--- config.mk ---
export PLATFORM = sky130hd
export DESIGN_NAME = atcs_regs
export DESIGN_NICKNAME = d
export VERILOG_FILES = /design/src/inc/atcs_pkg.sv /design/src/design/atcs_regs.sv
export SDC_FILE = /design/constraint.sdc
export NUM_CORES = 1
export LEC_CHECK = 0
export BUFFER_PORTS_ARGS = -buffer_cell sky130_fd_sc_hd__buf_2
export CAP_MARGIN = 20
export CORE_MARGIN = 8
export CORE_UTILIZATION = 30
export CTS_BUF_LIST = sky130_fd_sc_hd__clkbuf_8 sky130_fd_sc_hd__clkbuf_16
export DETAILED_ROUTE_END_ITERATION = 8
export GPL_TIMING_DRIVEN = 0
export PLACE_DENSITY = 0.57
export SLEW_MARGIN = 0
export SYNTH_ARGS = -nofsm -noshare
export SYNTH_HDL_FRONTEND = slang
export SYNTH_SLANG_ARGS = --single-unit
--- constraint.sdc ---
create_clock -name clk_sys_i -period 7 [get_ports clk_sys_i]
set_clock_uncertainty 0.15 [all_clocks]
set_input_delay 0.7 -clock clk_sys_i [delete_from_list [all_inputs] [get_ports clk_sys_i]]
set_output_delay 0.7 -clock clk_sys_i [all_outputs]
set_load 0.02 [all_outputs]
--- src/inc/atcs_pkg.sv ---
// Register map, field layout and reset values of the trim and clock-sync register group
// Assumes a 16-bit word register port with 4-bit word addresses
package atcs_pkg;
    // ==========================================
    // Word addresses
    localparam logic [3:0] ADDR_Q_OFFSET_ADJUST = 4'hA;
    localparam logic [3:0] ADDR_Q_FULL_SCALE_ADJUST = 4'hB;
    localparam logic [3:0] ADDR_APERTURE_COARSE_DELAY = 4'hC;
    localparam logic [3:0] ADDR_APERTURE_FINE_AND_FILTER = 4'hD;
    localparam logic [3:0] ADDR_MULTICHIP_SYNC_CONTROL = 4'hE;
    localparam logic [3:0] ADDR_RESERVED_READONLY_WORD = 4'hF;
    // ==========================================
    // Reset values
    localparam logic [15:0] RST_Q_OFFSET_ADJUST = 16'h0000;
    localparam logic [15:0] RST_Q_FULL_SCALE_ADJUST = 16'h4000;
    localparam logic [15:0] RST_APERTURE_COARSE_DELAY = 16'h0004;
    localparam logic [15:0] RST_APERTURE_FINE_AND_FILTER = 16'h0000;
    localparam logic [15:0] RST_MULTICHIP_SYNC_CONTROL = 16'h0003;
    localparam logic [15:0] VAL_RESERVED_READONLY_WORD = 16'h000C;
    // ==========================================
    // Writable-bit masks (reserved bits stored as zero)
    localparam logic [15:0] MASK_Q_OFFSET_ADJUST = 16'h1FFF;
    localparam logic [15:0] MASK_Q_FULL_SCALE_ADJUST = 16'h7FFF;
    localparam logic [15:0] MASK_APERTURE_COARSE_DELAY = 16'hFFFC;
    localparam logic [15:0] MASK_APERTURE_FINE_AND_FILTER = 16'hFDFF;
    localparam logic [15:0] MASK_MULTICHIP_SYNC_CONTROL = 16'hFFDF;
    // ==========================================
    // Field positions
    localparam int OFFSET_SIGN_BIT = 12;
    localparam int COARSE_LSB = 4;
    localparam int ADJ_SEL_BIT = 3;
    localparam int DUTY_BIT = 2;
    localparam int FINE_LSB = 10;
    localparam int FILT_SEL_BIT = 8;
    localparam int REF_DLY_LSB = 6;
    localparam int PHASE_LSB = 3;
    localparam int SLAVE_BIT = 2;
    localparam int REF_OUT_DIS_BIT = 1;
    localparam int RESYNC_DIS_BIT = 0;
    // ==========================================
    // Saturation points
    localparam logic [11:0] COARSE_MAX = 12'h0980;
    localparam logic [9:0] REF_DLY_MAX = 10'h027F;
    // Thermometer code widths
    localparam int TANK_BITS = 8;
endpackage

--- src/design/atcs_regs.sv ---
// Trim, aperture delay and clock-sync control registers with decoded settings
// Assumes a synchronous word port from the serial control interface decoder;
// sync_ref_in_i and output_clock_resync_i are pins, synchronised here
// ==========================================
// What this block does
// RULE1 - Host writes zero to offset word bits 15:13; device stores them as zero.
// RULE2 - Offset sign zero adds the offset, one subtracts it.
// RULE3 - Offset magnitude is unsigned twelve bit, zero means no offset.
// RULE4 - Full-scale magnitude is unsigned fifteen bit, reset code 16384.
// RULE5 - Host keeps full-scale word bit 15 zero.
// RULE6 - Coarse delay grows with code, saturating at code 2432 and above.
// RULE7 - Delay codes apply only while either select bit is set.
// RULE8 - Duty stabiliser enabled while its bit is one, the reset value.
// RULE9 - Host writes zero to coarse word bits 1:0.
// RULE10 - Fine delay code adds extra delay while delay feature selected.
// RULE11 - Host writes zero to fine word bit 9.
// RULE12 - Filter select enables delay and tank filter, ignoring adjust select.
// RULE13 - Tank select is a thermometer code, zeros highest frequency.
// RULE14 - Reference delay follows code, saturating at 639 and above.
// RULE15 - Latch phase code selects 0, 90, 180 or 270 degrees.
// RULE16 - Slave bit aligns divided clocks to incoming reference, else master.
// RULE17 - Reference outputs carry clock divided by four unless disabled.
// RULE18 - Resync input ignored while its disable bit is one.
// RULE19 - Host writes zero to sync word bit 5.
// RULE20 - Last word is read-only, returns 000C hex, ignores writes.
// RULE21 - All registers load power-on values and hold written values.
`timescale 1ns/100ps
module atcs_regs
(
    input wire logic clk_sys_i,
    input wire logic rst_i,
    input wire logic wr_en_i,
    input wire logic [3:0] addr_i,
    input wire logic [15:0] wr_data_i,
    output logic [15:0] rd_data_o,
    input wire logic sync_ref_in_i,
    input wire logic output_clock_resync_i,
    output logic offset_negative_o,
    output logic [11:0] offset_magnitude_o,
    output logic [14:0] fsr_magnitude_o,
    output logic delay_enable_o,
    output logic [11:0] coarse_delay_eff_o,
    output logic [5:0] fine_delay_eff_o,
    output logic duty_stabilizer_on_o,
    output logic tank_filter_on_o,
    output logic [3:0] tank_level_o,
    output logic tank_code_valid_o,
    output logic [9:0] ref_delay_eff_o,
    output logic [3:0] latch_phase_onehot_o,
    output logic slave_mode_o,
    output logic sync_ref_out_a_o,
    output logic sync_ref_out_b_o,
    output logic resync_pulse_o
);
    // ==========================================
    // Register state
    logic [15:0] q_offset_adjust;
    logic [15:0] q_full_scale_adjust;
    logic [15:0] aperture_coarse_delay;
    logic [15:0] aperture_fine_and_filter;
    logic [15:0] multichip_sync_control;
    logic [15:0] next_q_offset_adjust;
    logic [15:0] next_q_full_scale_adjust;
    logic [15:0] next_aperture_coarse_delay;
    logic [15:0] next_aperture_fine_and_filter;
    logic [15:0] next_multichip_sync_control;
    logic [15:0] next_rd_data;

    // Write decode; reserved bits are masked off so they read back zero
    always_comb
    begin
        next_q_offset_adjust = q_offset_adjust;
        next_q_full_scale_adjust = q_full_scale_adjust;
        next_aperture_coarse_delay = aperture_coarse_delay;
        next_aperture_fine_and_filter = aperture_fine_and_filter;
        next_multichip_sync_control = multichip_sync_control;
        if (wr_en_i)
        begin
            case (addr_i)
                atcs_pkg::ADDR_Q_OFFSET_ADJUST:
                    next_q_offset_adjust = wr_data_i & atcs_pkg::MASK_Q_OFFSET_ADJUST; // RULE1
                atcs_pkg::ADDR_Q_FULL_SCALE_ADJUST:
                    next_q_full_scale_adjust = wr_data_i & atcs_pkg::MASK_Q_FULL_SCALE_ADJUST; // RULE5
                atcs_pkg::ADDR_APERTURE_COARSE_DELAY:
                    next_aperture_coarse_delay = wr_data_i & atcs_pkg::MASK_APERTURE_COARSE_DELAY; // RULE9
                atcs_pkg::ADDR_APERTURE_FINE_AND_FILTER:
                    next_aperture_fine_and_filter =
                        wr_data_i & atcs_pkg::MASK_APERTURE_FINE_AND_FILTER; // RULE11
                atcs_pkg::ADDR_MULTICHIP_SYNC_CONTROL:
                    next_multichip_sync_control =
                        wr_data_i & atcs_pkg::MASK_MULTICHIP_SYNC_CONTROL; // RULE19
                default:
                    next_q_offset_adjust = q_offset_adjust; // RULE20
            endcase
        end
    end

    // Read mux; unmapped addresses read zero
    always_comb
    begin
        case (addr_i)
            atcs_pkg::ADDR_Q_OFFSET_ADJUST: next_rd_data = q_offset_adjust;
            atcs_pkg::ADDR_Q_FULL_SCALE_ADJUST: next_rd_data = q_full_scale_adjust;
            atcs_pkg::ADDR_APERTURE_COARSE_DELAY: next_rd_data = aperture_coarse_delay;
            atcs_pkg::ADDR_APERTURE_FINE_AND_FILTER: next_rd_data = aperture_fine_and_filter;
            atcs_pkg::ADDR_MULTICHIP_SYNC_CONTROL: next_rd_data = multichip_sync_control;
            atcs_pkg::ADDR_RESERVED_READONLY_WORD:
                next_rd_data = atcs_pkg::VAL_RESERVED_READONLY_WORD; // RULE20
            default: next_rd_data = 16'h0000;
        endcase
    end

    // Register update
    always_ff @(posedge clk_sys_i or posedge rst_i)
    begin
        if (rst_i)
        begin
            q_offset_adjust <= atcs_pkg::RST_Q_OFFSET_ADJUST; // RULE21
            q_full_scale_adjust <= atcs_pkg::RST_Q_FULL_SCALE_ADJUST; // RULE4
            aperture_coarse_delay <= atcs_pkg::RST_APERTURE_COARSE_DELAY; // RULE8
            aperture_fine_and_filter <= atcs_pkg::RST_APERTURE_FINE_AND_FILTER;
            multichip_sync_control <= atcs_pkg::RST_MULTICHIP_SYNC_CONTROL; // RULE17
            rd_data_o <= 16'h0000;
        end
        else
        begin
            q_offset_adjust <= next_q_offset_adjust; // RULE21
            q_full_scale_adjust <= next_q_full_scale_adjust;
            aperture_coarse_delay <= next_aperture_coarse_delay;
            aperture_fine_and_filter <= next_aperture_fine_and_filter;
            multichip_sync_control <= next_multichip_sync_control;
            rd_data_o <= next_rd_data;
        end
    end

    // ==========================================
    // Pin synchronisers and reference-clock divider
    logic [1:0] ref_sync;
    logic [1:0] rst_sync;
    logic rst_seen;
    logic [1:0] div_cnt;
    logic [1:0] next_div_cnt;
    logic ref_prev;
    logic slave_bit;

    assign slave_bit = multichip_sync_control[atcs_pkg::SLAVE_BIT];

    // Divider by four; in slave mode a reference rising edge realigns it
    always_comb
    begin
        next_div_cnt = div_cnt + 2'h1;
        if (slave_bit && ref_sync[1] && !ref_prev)
        begin
            next_div_cnt = 2'h0; // RULE16
        end
    end

    // Synchroniser and divider registers
    always_ff @(posedge clk_sys_i or posedge rst_i)
    begin
        if (rst_i)
        begin
            ref_sync <= 2'h0;
            rst_sync <= 2'h0;
            rst_seen <= 1'b0;
            ref_prev <= 1'b0;
            div_cnt <= 2'h0;
        end
        else
        begin
            ref_sync <= {ref_sync[0], sync_ref_in_i};
            rst_sync <= {rst_sync[0], output_clock_resync_i};
            rst_seen <= rst_sync[1];
            ref_prev <= ref_sync[1];
            div_cnt <= next_div_cnt;
        end
    end

    // ==========================================
    // Decoded settings, registered
    logic filt_sel;
    logic dly_en;
    logic [11:0] coarse_raw;
    logic [9:0] ref_raw;
    logic [7:0] tank_raw;
    logic [3:0] tank_cnt;
    logic tank_ok;
    logic [7:0] therm_chk;
    logic ref_out;
    logic next_offset_negative;
    logic [11:0] next_offset_magnitude;
    logic [14:0] next_fsr_magnitude;
    logic next_delay_enable;
    logic [11:0] next_coarse_delay_eff;
    logic [5:0] next_fine_delay_eff;
    logic next_duty_stabilizer_on;
    logic next_tank_filter_on;
    logic [3:0] next_tank_level;
    logic next_tank_code_valid;
    logic [9:0] next_ref_delay_eff;
    logic [3:0] next_latch_phase_onehot;
    logic next_slave_mode;
    logic next_sync_ref_out;
    logic next_resync_pulse;

    assign filt_sel = aperture_fine_and_filter[atcs_pkg::FILT_SEL_BIT];
    // Filter select overrides adjust select
    assign dly_en = filt_sel | aperture_coarse_delay[atcs_pkg::ADJ_SEL_BIT]; // RULE7 RULE12
    assign coarse_raw = aperture_coarse_delay[15:atcs_pkg::COARSE_LSB];
    assign ref_raw = multichip_sync_control[15:atcs_pkg::REF_DLY_LSB];
    assign tank_raw = aperture_fine_and_filter[atcs_pkg::TANK_BITS-1:0];
    assign ref_out = div_cnt[1] & ~multichip_sync_control[atcs_pkg::REF_OUT_DIS_BIT]; // RULE17

    // Thermometer check: every set bit lies below every clear bit
    genvar gi;
    generate
        for (gi = 0; gi < atcs_pkg::TANK_BITS; gi++)
        begin : g_therm
            assign therm_chk[gi] = (tank_raw[gi] == (gi < tank_cnt)); // RULE13
        end
    endgenerate

    // Count of set thermometer bits
    always_comb
    begin
        tank_cnt = 4'h0;
        for (int i = 0; i < atcs_pkg::TANK_BITS; i++)
        begin
            tank_cnt = tank_cnt + {3'h0, tank_raw[i]};
        end
    end

    // Valid only when the set bits form one unbroken run from bit zero
    assign tank_ok = &therm_chk; // RULE13

    // Next values of the decoded settings; registering them keeps the trims
    // free of glitches while a word is rewritten
    always_comb
    begin
        next_offset_negative = q_offset_adjust[atcs_pkg::OFFSET_SIGN_BIT]; // RULE2
        next_offset_magnitude = q_offset_adjust[11:0]; // RULE3
        next_fsr_magnitude = q_full_scale_adjust[14:0]; // RULE4
        next_delay_enable = dly_en; // RULE7
        // Saturating coarse delay, zero when not selected
        next_coarse_delay_eff = !dly_en ? 12'h000 :
            (coarse_raw >= atcs_pkg::COARSE_MAX) ? atcs_pkg::COARSE_MAX : coarse_raw; // RULE6
        // Fine delay follows the same enable as the coarse delay
        next_fine_delay_eff = dly_en ?
            aperture_fine_and_filter[15:atcs_pkg::FINE_LSB] : 6'h00; // RULE10
        next_duty_stabilizer_on = aperture_coarse_delay[atcs_pkg::DUTY_BIT]; // RULE8
        next_tank_filter_on = filt_sel; // RULE12
        next_tank_level = tank_cnt; // RULE13
        next_tank_code_valid = tank_ok;
        // Saturating reference delay
        next_ref_delay_eff = (ref_raw >= atcs_pkg::REF_DLY_MAX) ?
            atcs_pkg::REF_DLY_MAX : ref_raw; // RULE14
        next_latch_phase_onehot = 4'h1 <<
            multichip_sync_control[atcs_pkg::PHASE_LSB +: 2]; // RULE15
        next_slave_mode = slave_bit; // RULE16
        next_sync_ref_out = ref_out; // RULE17
        // One pulse per synchronised rising edge of the resync pin, when enabled
        next_resync_pulse = rst_sync[1] & ~rst_seen &
            ~multichip_sync_control[atcs_pkg::RESYNC_DIS_BIT]; // RULE18
    end

    // Settings outputs
    always_ff @(posedge clk_sys_i or posedge rst_i)
    begin
        if (rst_i)
        begin
            offset_negative_o <= 1'b0;
            offset_magnitude_o <= 12'h000;
            fsr_magnitude_o <= atcs_pkg::RST_Q_FULL_SCALE_ADJUST[14:0]; // RULE4
            delay_enable_o <= 1'b0;
            coarse_delay_eff_o <= 12'h000;
            fine_delay_eff_o <= 6'h00;
            duty_stabilizer_on_o <=
                atcs_pkg::RST_APERTURE_COARSE_DELAY[atcs_pkg::DUTY_BIT]; // RULE8
            tank_filter_on_o <= 1'b0;
            tank_level_o <= 4'h0;
            tank_code_valid_o <= 1'b1;
            ref_delay_eff_o <= 10'h000;
            latch_phase_onehot_o <= 4'h1;
            slave_mode_o <= 1'b0;
            sync_ref_out_a_o <= 1'b0;
            sync_ref_out_b_o <= 1'b0;
            resync_pulse_o <= 1'b0;
        end
        else
        begin
            offset_negative_o <= next_offset_negative;
            offset_magnitude_o <= next_offset_magnitude;
            fsr_magnitude_o <= next_fsr_magnitude;
            delay_enable_o <= next_delay_enable;
            coarse_delay_eff_o <= next_coarse_delay_eff;
            fine_delay_eff_o <= next_fine_delay_eff;
            duty_stabilizer_on_o <= next_duty_stabilizer_on;
            tank_filter_on_o <= next_tank_filter_on;
            tank_level_o <= next_tank_level;
            tank_code_valid_o <= next_tank_code_valid;
            ref_delay_eff_o <= next_ref_delay_eff;
            latch_phase_onehot_o <= next_latch_phase_onehot;
            slave_mode_o <= next_slave_mode;
            sync_ref_out_a_o <= next_sync_ref_out;
            sync_ref_out_b_o <= next_sync_ref_out;
            resync_pulse_o <= next_resync_pulse;
        end
    end
endmodule // atcs_regs

**Word level (Yosys, flattened, before mapping)**

Index checks and enable logic that the tools add are counted.

- Flip-flop bits (word level): 167
- Input port bits: 25
- Output and inout bits: 88
- Word-level logic and storage cells: 81

- $add $sub $neg: 8
- $lt $le $gt $ge: 10
- Eq/ne operators: 14
- Shift-type cells: 1
- Multiplexer cells: 6
- Bitwise gates (word level): 7
- Reductions and logical operators: 9

Operators by type and width:

| kind | number |
|---|---|
| 16-bit one-hot mux with 6 select lines | 1 |
| 4-bit == test, second input constant | 6 |
| 12-bit 2-to-1 mux | 2 |
| 4-bit by 1-bit adder with 4-bit output | 4 |
| 3-bit by 4-bit < comparator with 1-bit output, first input constant | 4 |
| 12-bit >= comparator, second input constant | 1 |
| 10-bit >= comparator, second input constant | 1 |
| 10-bit 2-to-1 mux | 1 |
| 2-bit AND reduction | 5 |
| 1-bit == test | 8 |
| 1-bit by 4-bit < comparator with 1-bit output, first input constant | 2 |
| 2-bit by 4-bit < comparator with 1-bit output, first input constant | 2 |
| 8-bit AND reduction | 1 |
| 6-bit 2-to-1 mux | 1 |
| 3-bit by 1-bit adder with 4-bit output | 1 |
| 1-bit by 2-bit << shifter with 4-bit output, first input constant | 1 |
| 2-bit by 1-bit adder with 3-bit output | 1 |
| 1-bit bitwise AND | 3 |
| 1-bit NOT | 3 |
| 1-bit by 1-bit adder with 2-bit output | 1 |
| 2-bit by 1-bit adder with 2-bit output, second input constant | 1 |
| 1-bit logical AND | 2 |
| 2-bit 2-to-1 mux | 1 |
| 1-bit logical NOT | 1 |
| 1-bit bitwise OR | 1 |

**Depth between registers and ports, before layout**

- Depth after elaboration: 10
- Gate-level depth with buffers: 13
- Depth with buffers taken out: 12

**Worst setup path before layout**

No wires, ideal clock.

- Path kind: register to register
- Start: register aperture_fine_and_filter[0]
- End: register tank_code_valid_o
- Setup time: 97 ps
- Arrival: 3542 ps
- Required time: 6753 ps
- Slack: 3212 ps
- Stages on the path, launching flop included: 13
- Clock period less this slack: 3788 ps
- Path through: dfrtp_1 -> fa_1 -> inv_1 -> fa_1 -> fa_1 -> inv_1 -> ha_1 -> fa_1 -> xor2_2 -> a21oi_1 -> a21oi_1 -> o221a_2 -> nor4_1

- Cells in the longest elaborated chain, start to end: 10

RTL lines:

| element | RTL line | source |
|---|---|---|
| from (decl) | atcs_regs.sv:60 | `logic [15:0] aperture_fine_and_filter;` |
| from (signal assigned) | atcs_regs.sv:121 | `aperture_fine_and_filter <= atcs_pkg::RST_APERTURE_FINE_AND_FILTER;` |
| from (signal assigned) | atcs_regs.sv:130 | `aperture_fine_and_filter <= next_aperture_fine_and_filter;` |
| 1-bit by 1-bit adder with 2-bit output * | atcs_regs.sv:229 | `tank_cnt = tank_cnt + {3'h0, tank_raw[i]};` |
| 2-bit by 1-bit adder with 3-bit output * | atcs_regs.sv:229 |  |
| 3-bit by 1-bit adder with 4-bit output * | atcs_regs.sv:229 |  |
| 4-bit by 1-bit adder with 4-bit output * (4 in a row) | atcs_regs.sv:229 |  |
| named net next_tank_level[2] | atcs_regs.sv:198 | `logic [3:0] next_tank_level;` |
| 1-bit by 4-bit < comparator with 1-bit output, or another cell as far along | atcs_regs.sv:219 | `assign therm_chk[gi] = (tank_raw[gi] == (gi < tank_cnt));` |
| 1-bit == test | atcs_regs.sv:219 |  |
| 8-bit AND reduction * | atcs_regs.sv:234 | `assign tank_ok = &therm_chk;` |
| named net next_tank_code_valid | atcs_regs.sv:199 | `logic next_tank_code_valid;` |
| to (signal assigned) | atcs_regs.sv:300 | `tank_code_valid_o <= next_tank_code_valid;` |
| to (decl) | atcs_regs.sv:47 | `output logic tank_code_valid_o,` |

Mark *: on every way through the listed nets, which the timed path passes. The rest lies on a longest branch.
A chain may end at the register's enable or synchronous reset.

**Worst setup path after layout**

Ends and elaborated chain as after synthesis.

==> flow_summary.ini <==
[outcome]
run_status = finished clean

[logic_synthesis]
yosysTopAreaCell = dfrtp_1
synthCells = 415
synth-seq-cells = 167
syn_area_per_cell_um2 = 14.9
ys_top_cells_by_area = dfrtp_1 (64%), mux2_2 (11%), dfstp_2 (3.4%)
syn_area_mm2 = 0.00619
ys_seq_area_frac = 0.677
netlist.area_leader.share = 0.643
yosysWarnings = 0
synth_cell_types = 41
synth_fp_nets = 447

[cts]
clockBufferDepth = 2
ctsHoldBuffers = 0
cts_resized = 0
htree_levels = 4
post_cts_buffers = 0
cts_made_buffers = 17
cts_tree = done
cts-root-buf = clkbuf_16
cts.sinks = 167
clock_latency_ns = 0.42
clk_pin_slew_worst_paths_ns = 0.06

[floorplan]
die_y_um = 160
die_w_um = 160
io_pins = 113
placementRows = 52
coreArea_mm2 = 0.0202
initial_core_util = 0.306
dieArea_mm2 = 0.0255

[global_routing]
use_met3 = 0.0414
use_met2 = 0.207
track_usage = 0.129
antenna_found_initial = 4
busiest_layer = met2
grt_pass1_vias = 4181
met1_usage = 0.157
grt.overflow.total = 0
grt_pass1_wl_um = 25000
grt_max_degree = 96

[critical_path]
critical_path.top_delay_family = adder cells
cp.arrival_ns = 4.36
path_max_fanout = 9
crit_type = reg2reg
end_kind = flip-flop
slowest_stage = fa_1
max_stage_delay_ns = 0.58
cp_common_cell = fa_1
worst-path-stages = 12
cp-start-kind = flip-flop
cp.required_ns = 7.17
critPathBufInv = 2
r2r_cells = 12
path_cells = fa_1 > inv_1 > fa_1 > fa_1 > inv_1 > ha_1 > fa_1 > xor2_2 > xor2_1 > o32ai_1 > a31oi_1 > nor4_1

[power]
p_per_area_mw_per_mm2 = 397
leakagePower_nw = 3.78
peakVddDrop_mv = 0.152

[layout]
area_delta_synth_final_pct = 24.1
layout-drive-gt1-share = 0.429
fin_nets = 578
fillers = 1938
multi_input_area_mm2 = 0.00186
ff_latch_area_mm2 = 0.00419
fin_util = 0.380

[timing]
finalHoldViolCount = 0
finalSetupViolCount = 0
rsz0062_at_grt = false
layout_min_cycle_time_ns = 4.19
slew_violations = 0
worst_pin_slew_ns = 0.991
finalCritPeriodShare = 0.598
slew_headroom = 0.334
fmax_ghz = 0.239
setup_tns_ns = 0

[drt]
wl_per_cell_um = 19.2
antenna_left = 0
wl_um = 15900
drt_iter0_drc = 282
vias = 3805
drc = 0
drt-pass1-iter-count = 5
vias_per_cell = 4.58

[place]
dp_hpwl_um = 11200
io_buffer_count = 111
place_congestion = 0.773

[worst_hold_path]
hold_path_class = reg2reg
worstHoldPathCells = 0

[flow_run]
maxCapViolations = 0
==> layout make-up <==
type                            count  share of cell area
Buffer                             16              0.0111
Tap cell                          270              0.0440
Inverter                           14             0.00749
Clock buffer                       19              0.0590
Timing Repair Buffer              112              0.0759
Sequential cell                   167               0.545
Clock inverter                     13              0.0145
Antenna cell                        1            0.000326
Multi-Input combinational cell    218               0.243
==> cell families (layout without fill, tap and decap cells) <==
group | count (synthesis) | count (layout) | synth area share
multiplexers | 72 | 72 | 0.137
flip-flops | 167 | 167 | 0.677
XOR/XNOR | 4 | 4 | 0.00687
other | 0 | 1 | 0
AND/OR/NAND/NOR | 91 | 91 | 0.0841
AO/OA/AOI/OAI | 44 | 44 | 0.0540
adder cells (fa/ha/maj) | 7 | 7 | 0.0190
buffers and inverters | 30 | 174 | 0.0222
==> metrics by stage <==
| stage | setup slack (ns) | hold slack, ns | power, mW | instances | instance area (µm²) |
|---|---|---|---|---|---|
| 6_report | 2.81 | 0.199 | 3.05 | 830 | 7680 |
| 5_1_grt | 2.58 | 0.204 | 3.23 | 830 | 7680 |
| 3_3_place_gp | 0.153 | 0.183 | 2.16 | 796 | 7080 |
| 3_5_place_dp | 2.86 | 0.188 | 2.19 | 797 | 7120 |
| 2_1_floorplan | 1.64 | 0.181 | 1.89 | 415 | 6190 |
| 4_1_cts | 2.81 | 0.202 | 3.09 | 829 | 7680 |
==> registers in the layout (all words and copies together), names as in the netlist, 2 cells and up <==
register	cells
rd_data_o	16
multichip_sync_control	15
rst_sync	2
ref_sync	2
fsr_magnitude_o	15
ref_delay_eff_o	10
coarse_delay_eff_o	12
div_cnt	2
aperture_fine_and_filter	15
aperture_coarse_delay	14
tank_level_o	4
offset_magnitude_o	12
q_full_scale_adjust	15
fine_delay_eff_o	6
latch_phase_onehot_o	4
q_offset_adjust	13
==> power by group <==
part	switching, mW	internal [mW]	total, mW
Combinational	0.502	0.335	0.837
Clock	0.375	0.507	0.882
Sequential	0.136	1.19	1.33
Total	1.01	2.04	3.05
==> per-layer routing <==
| layer | share of wire | vias to the layer above |
|---|---|---|
| met1 | 0.44 | 1936 |
| met2 | 0.48 | 109 |
| met5 | 0.0024 | - |
| li1 | - | 1723 |
| met3 | 0.059 | 31 |
| met4 | 0.025 | 6 |
==> cells in the final DEF (no fill, tap or decap), drive strengths merged, types with 3 or more instances in the layout <==
cell / count
mux2: 72
ha: 3
buf: 121
nand2: 36
dfstp: 8
a22oi: 10
a222oi: 14
nor3b: 5
fa: 4
inv: 20
nor2: 9
clkbuf: 26
clkinv: 6
nand2b: 7
dfrtp: 159
a21oi: 7
nor2b: 12
nor3: 3
and2: 9
o21ai: 6
nand4: 3
==> synth_stat cells <==
cell type,instances
buf_6,1
buf_2,5
dfstp_2,8
and4bb_2,1
xor2_1,1
nand2b_1,7
clkbuf_1,7
a21oi_1,7
and3_1,1
nor4_1,2
a31oi_1,2
mux2_2,62
nor2_1,9
o22ai_1,1
a22oi_1,10
xor2_2,1
mux2_4,10
ha_1,3
and4b_1,1
nor3_4,1
xnor2_1,2
nor3b_4,2
dfrtp_1,159
a222oi_1,14
nand2_4,2
o31ai_1,1
o221a_2,1
and2_1,9
nand3_1,2
inv_1,14
a21o_1,1
nand2_1,32
o32ai_1,1
nand2_2,2
o21ai_0,6
nor3b_1,3
nor2b_1,12
fa_1,4
nor3_1,2
buf_4,3
nand4_1,3
==> path summary, 6_finish.rpt <==
check | from | to | slack (ns)
max | aperture_fine_and_filter[0] | tank_code_valid_o | 2.81
min | rst_sync[0] | rst_sync[1] | 0.20
max reg2reg | aperture_fine_and_filter[0] | tank_code_valid_o | 2.81
min reg2reg | rst_sync[0] | rst_sync[1] | 0.20
max in group asynchronous | rst_i | fsr_magnitude_o[14] | 5.56
min in group asynchronous | rst_i | q_offset_adjust[6] | 0.24
(Power assumes the default switching activity.)
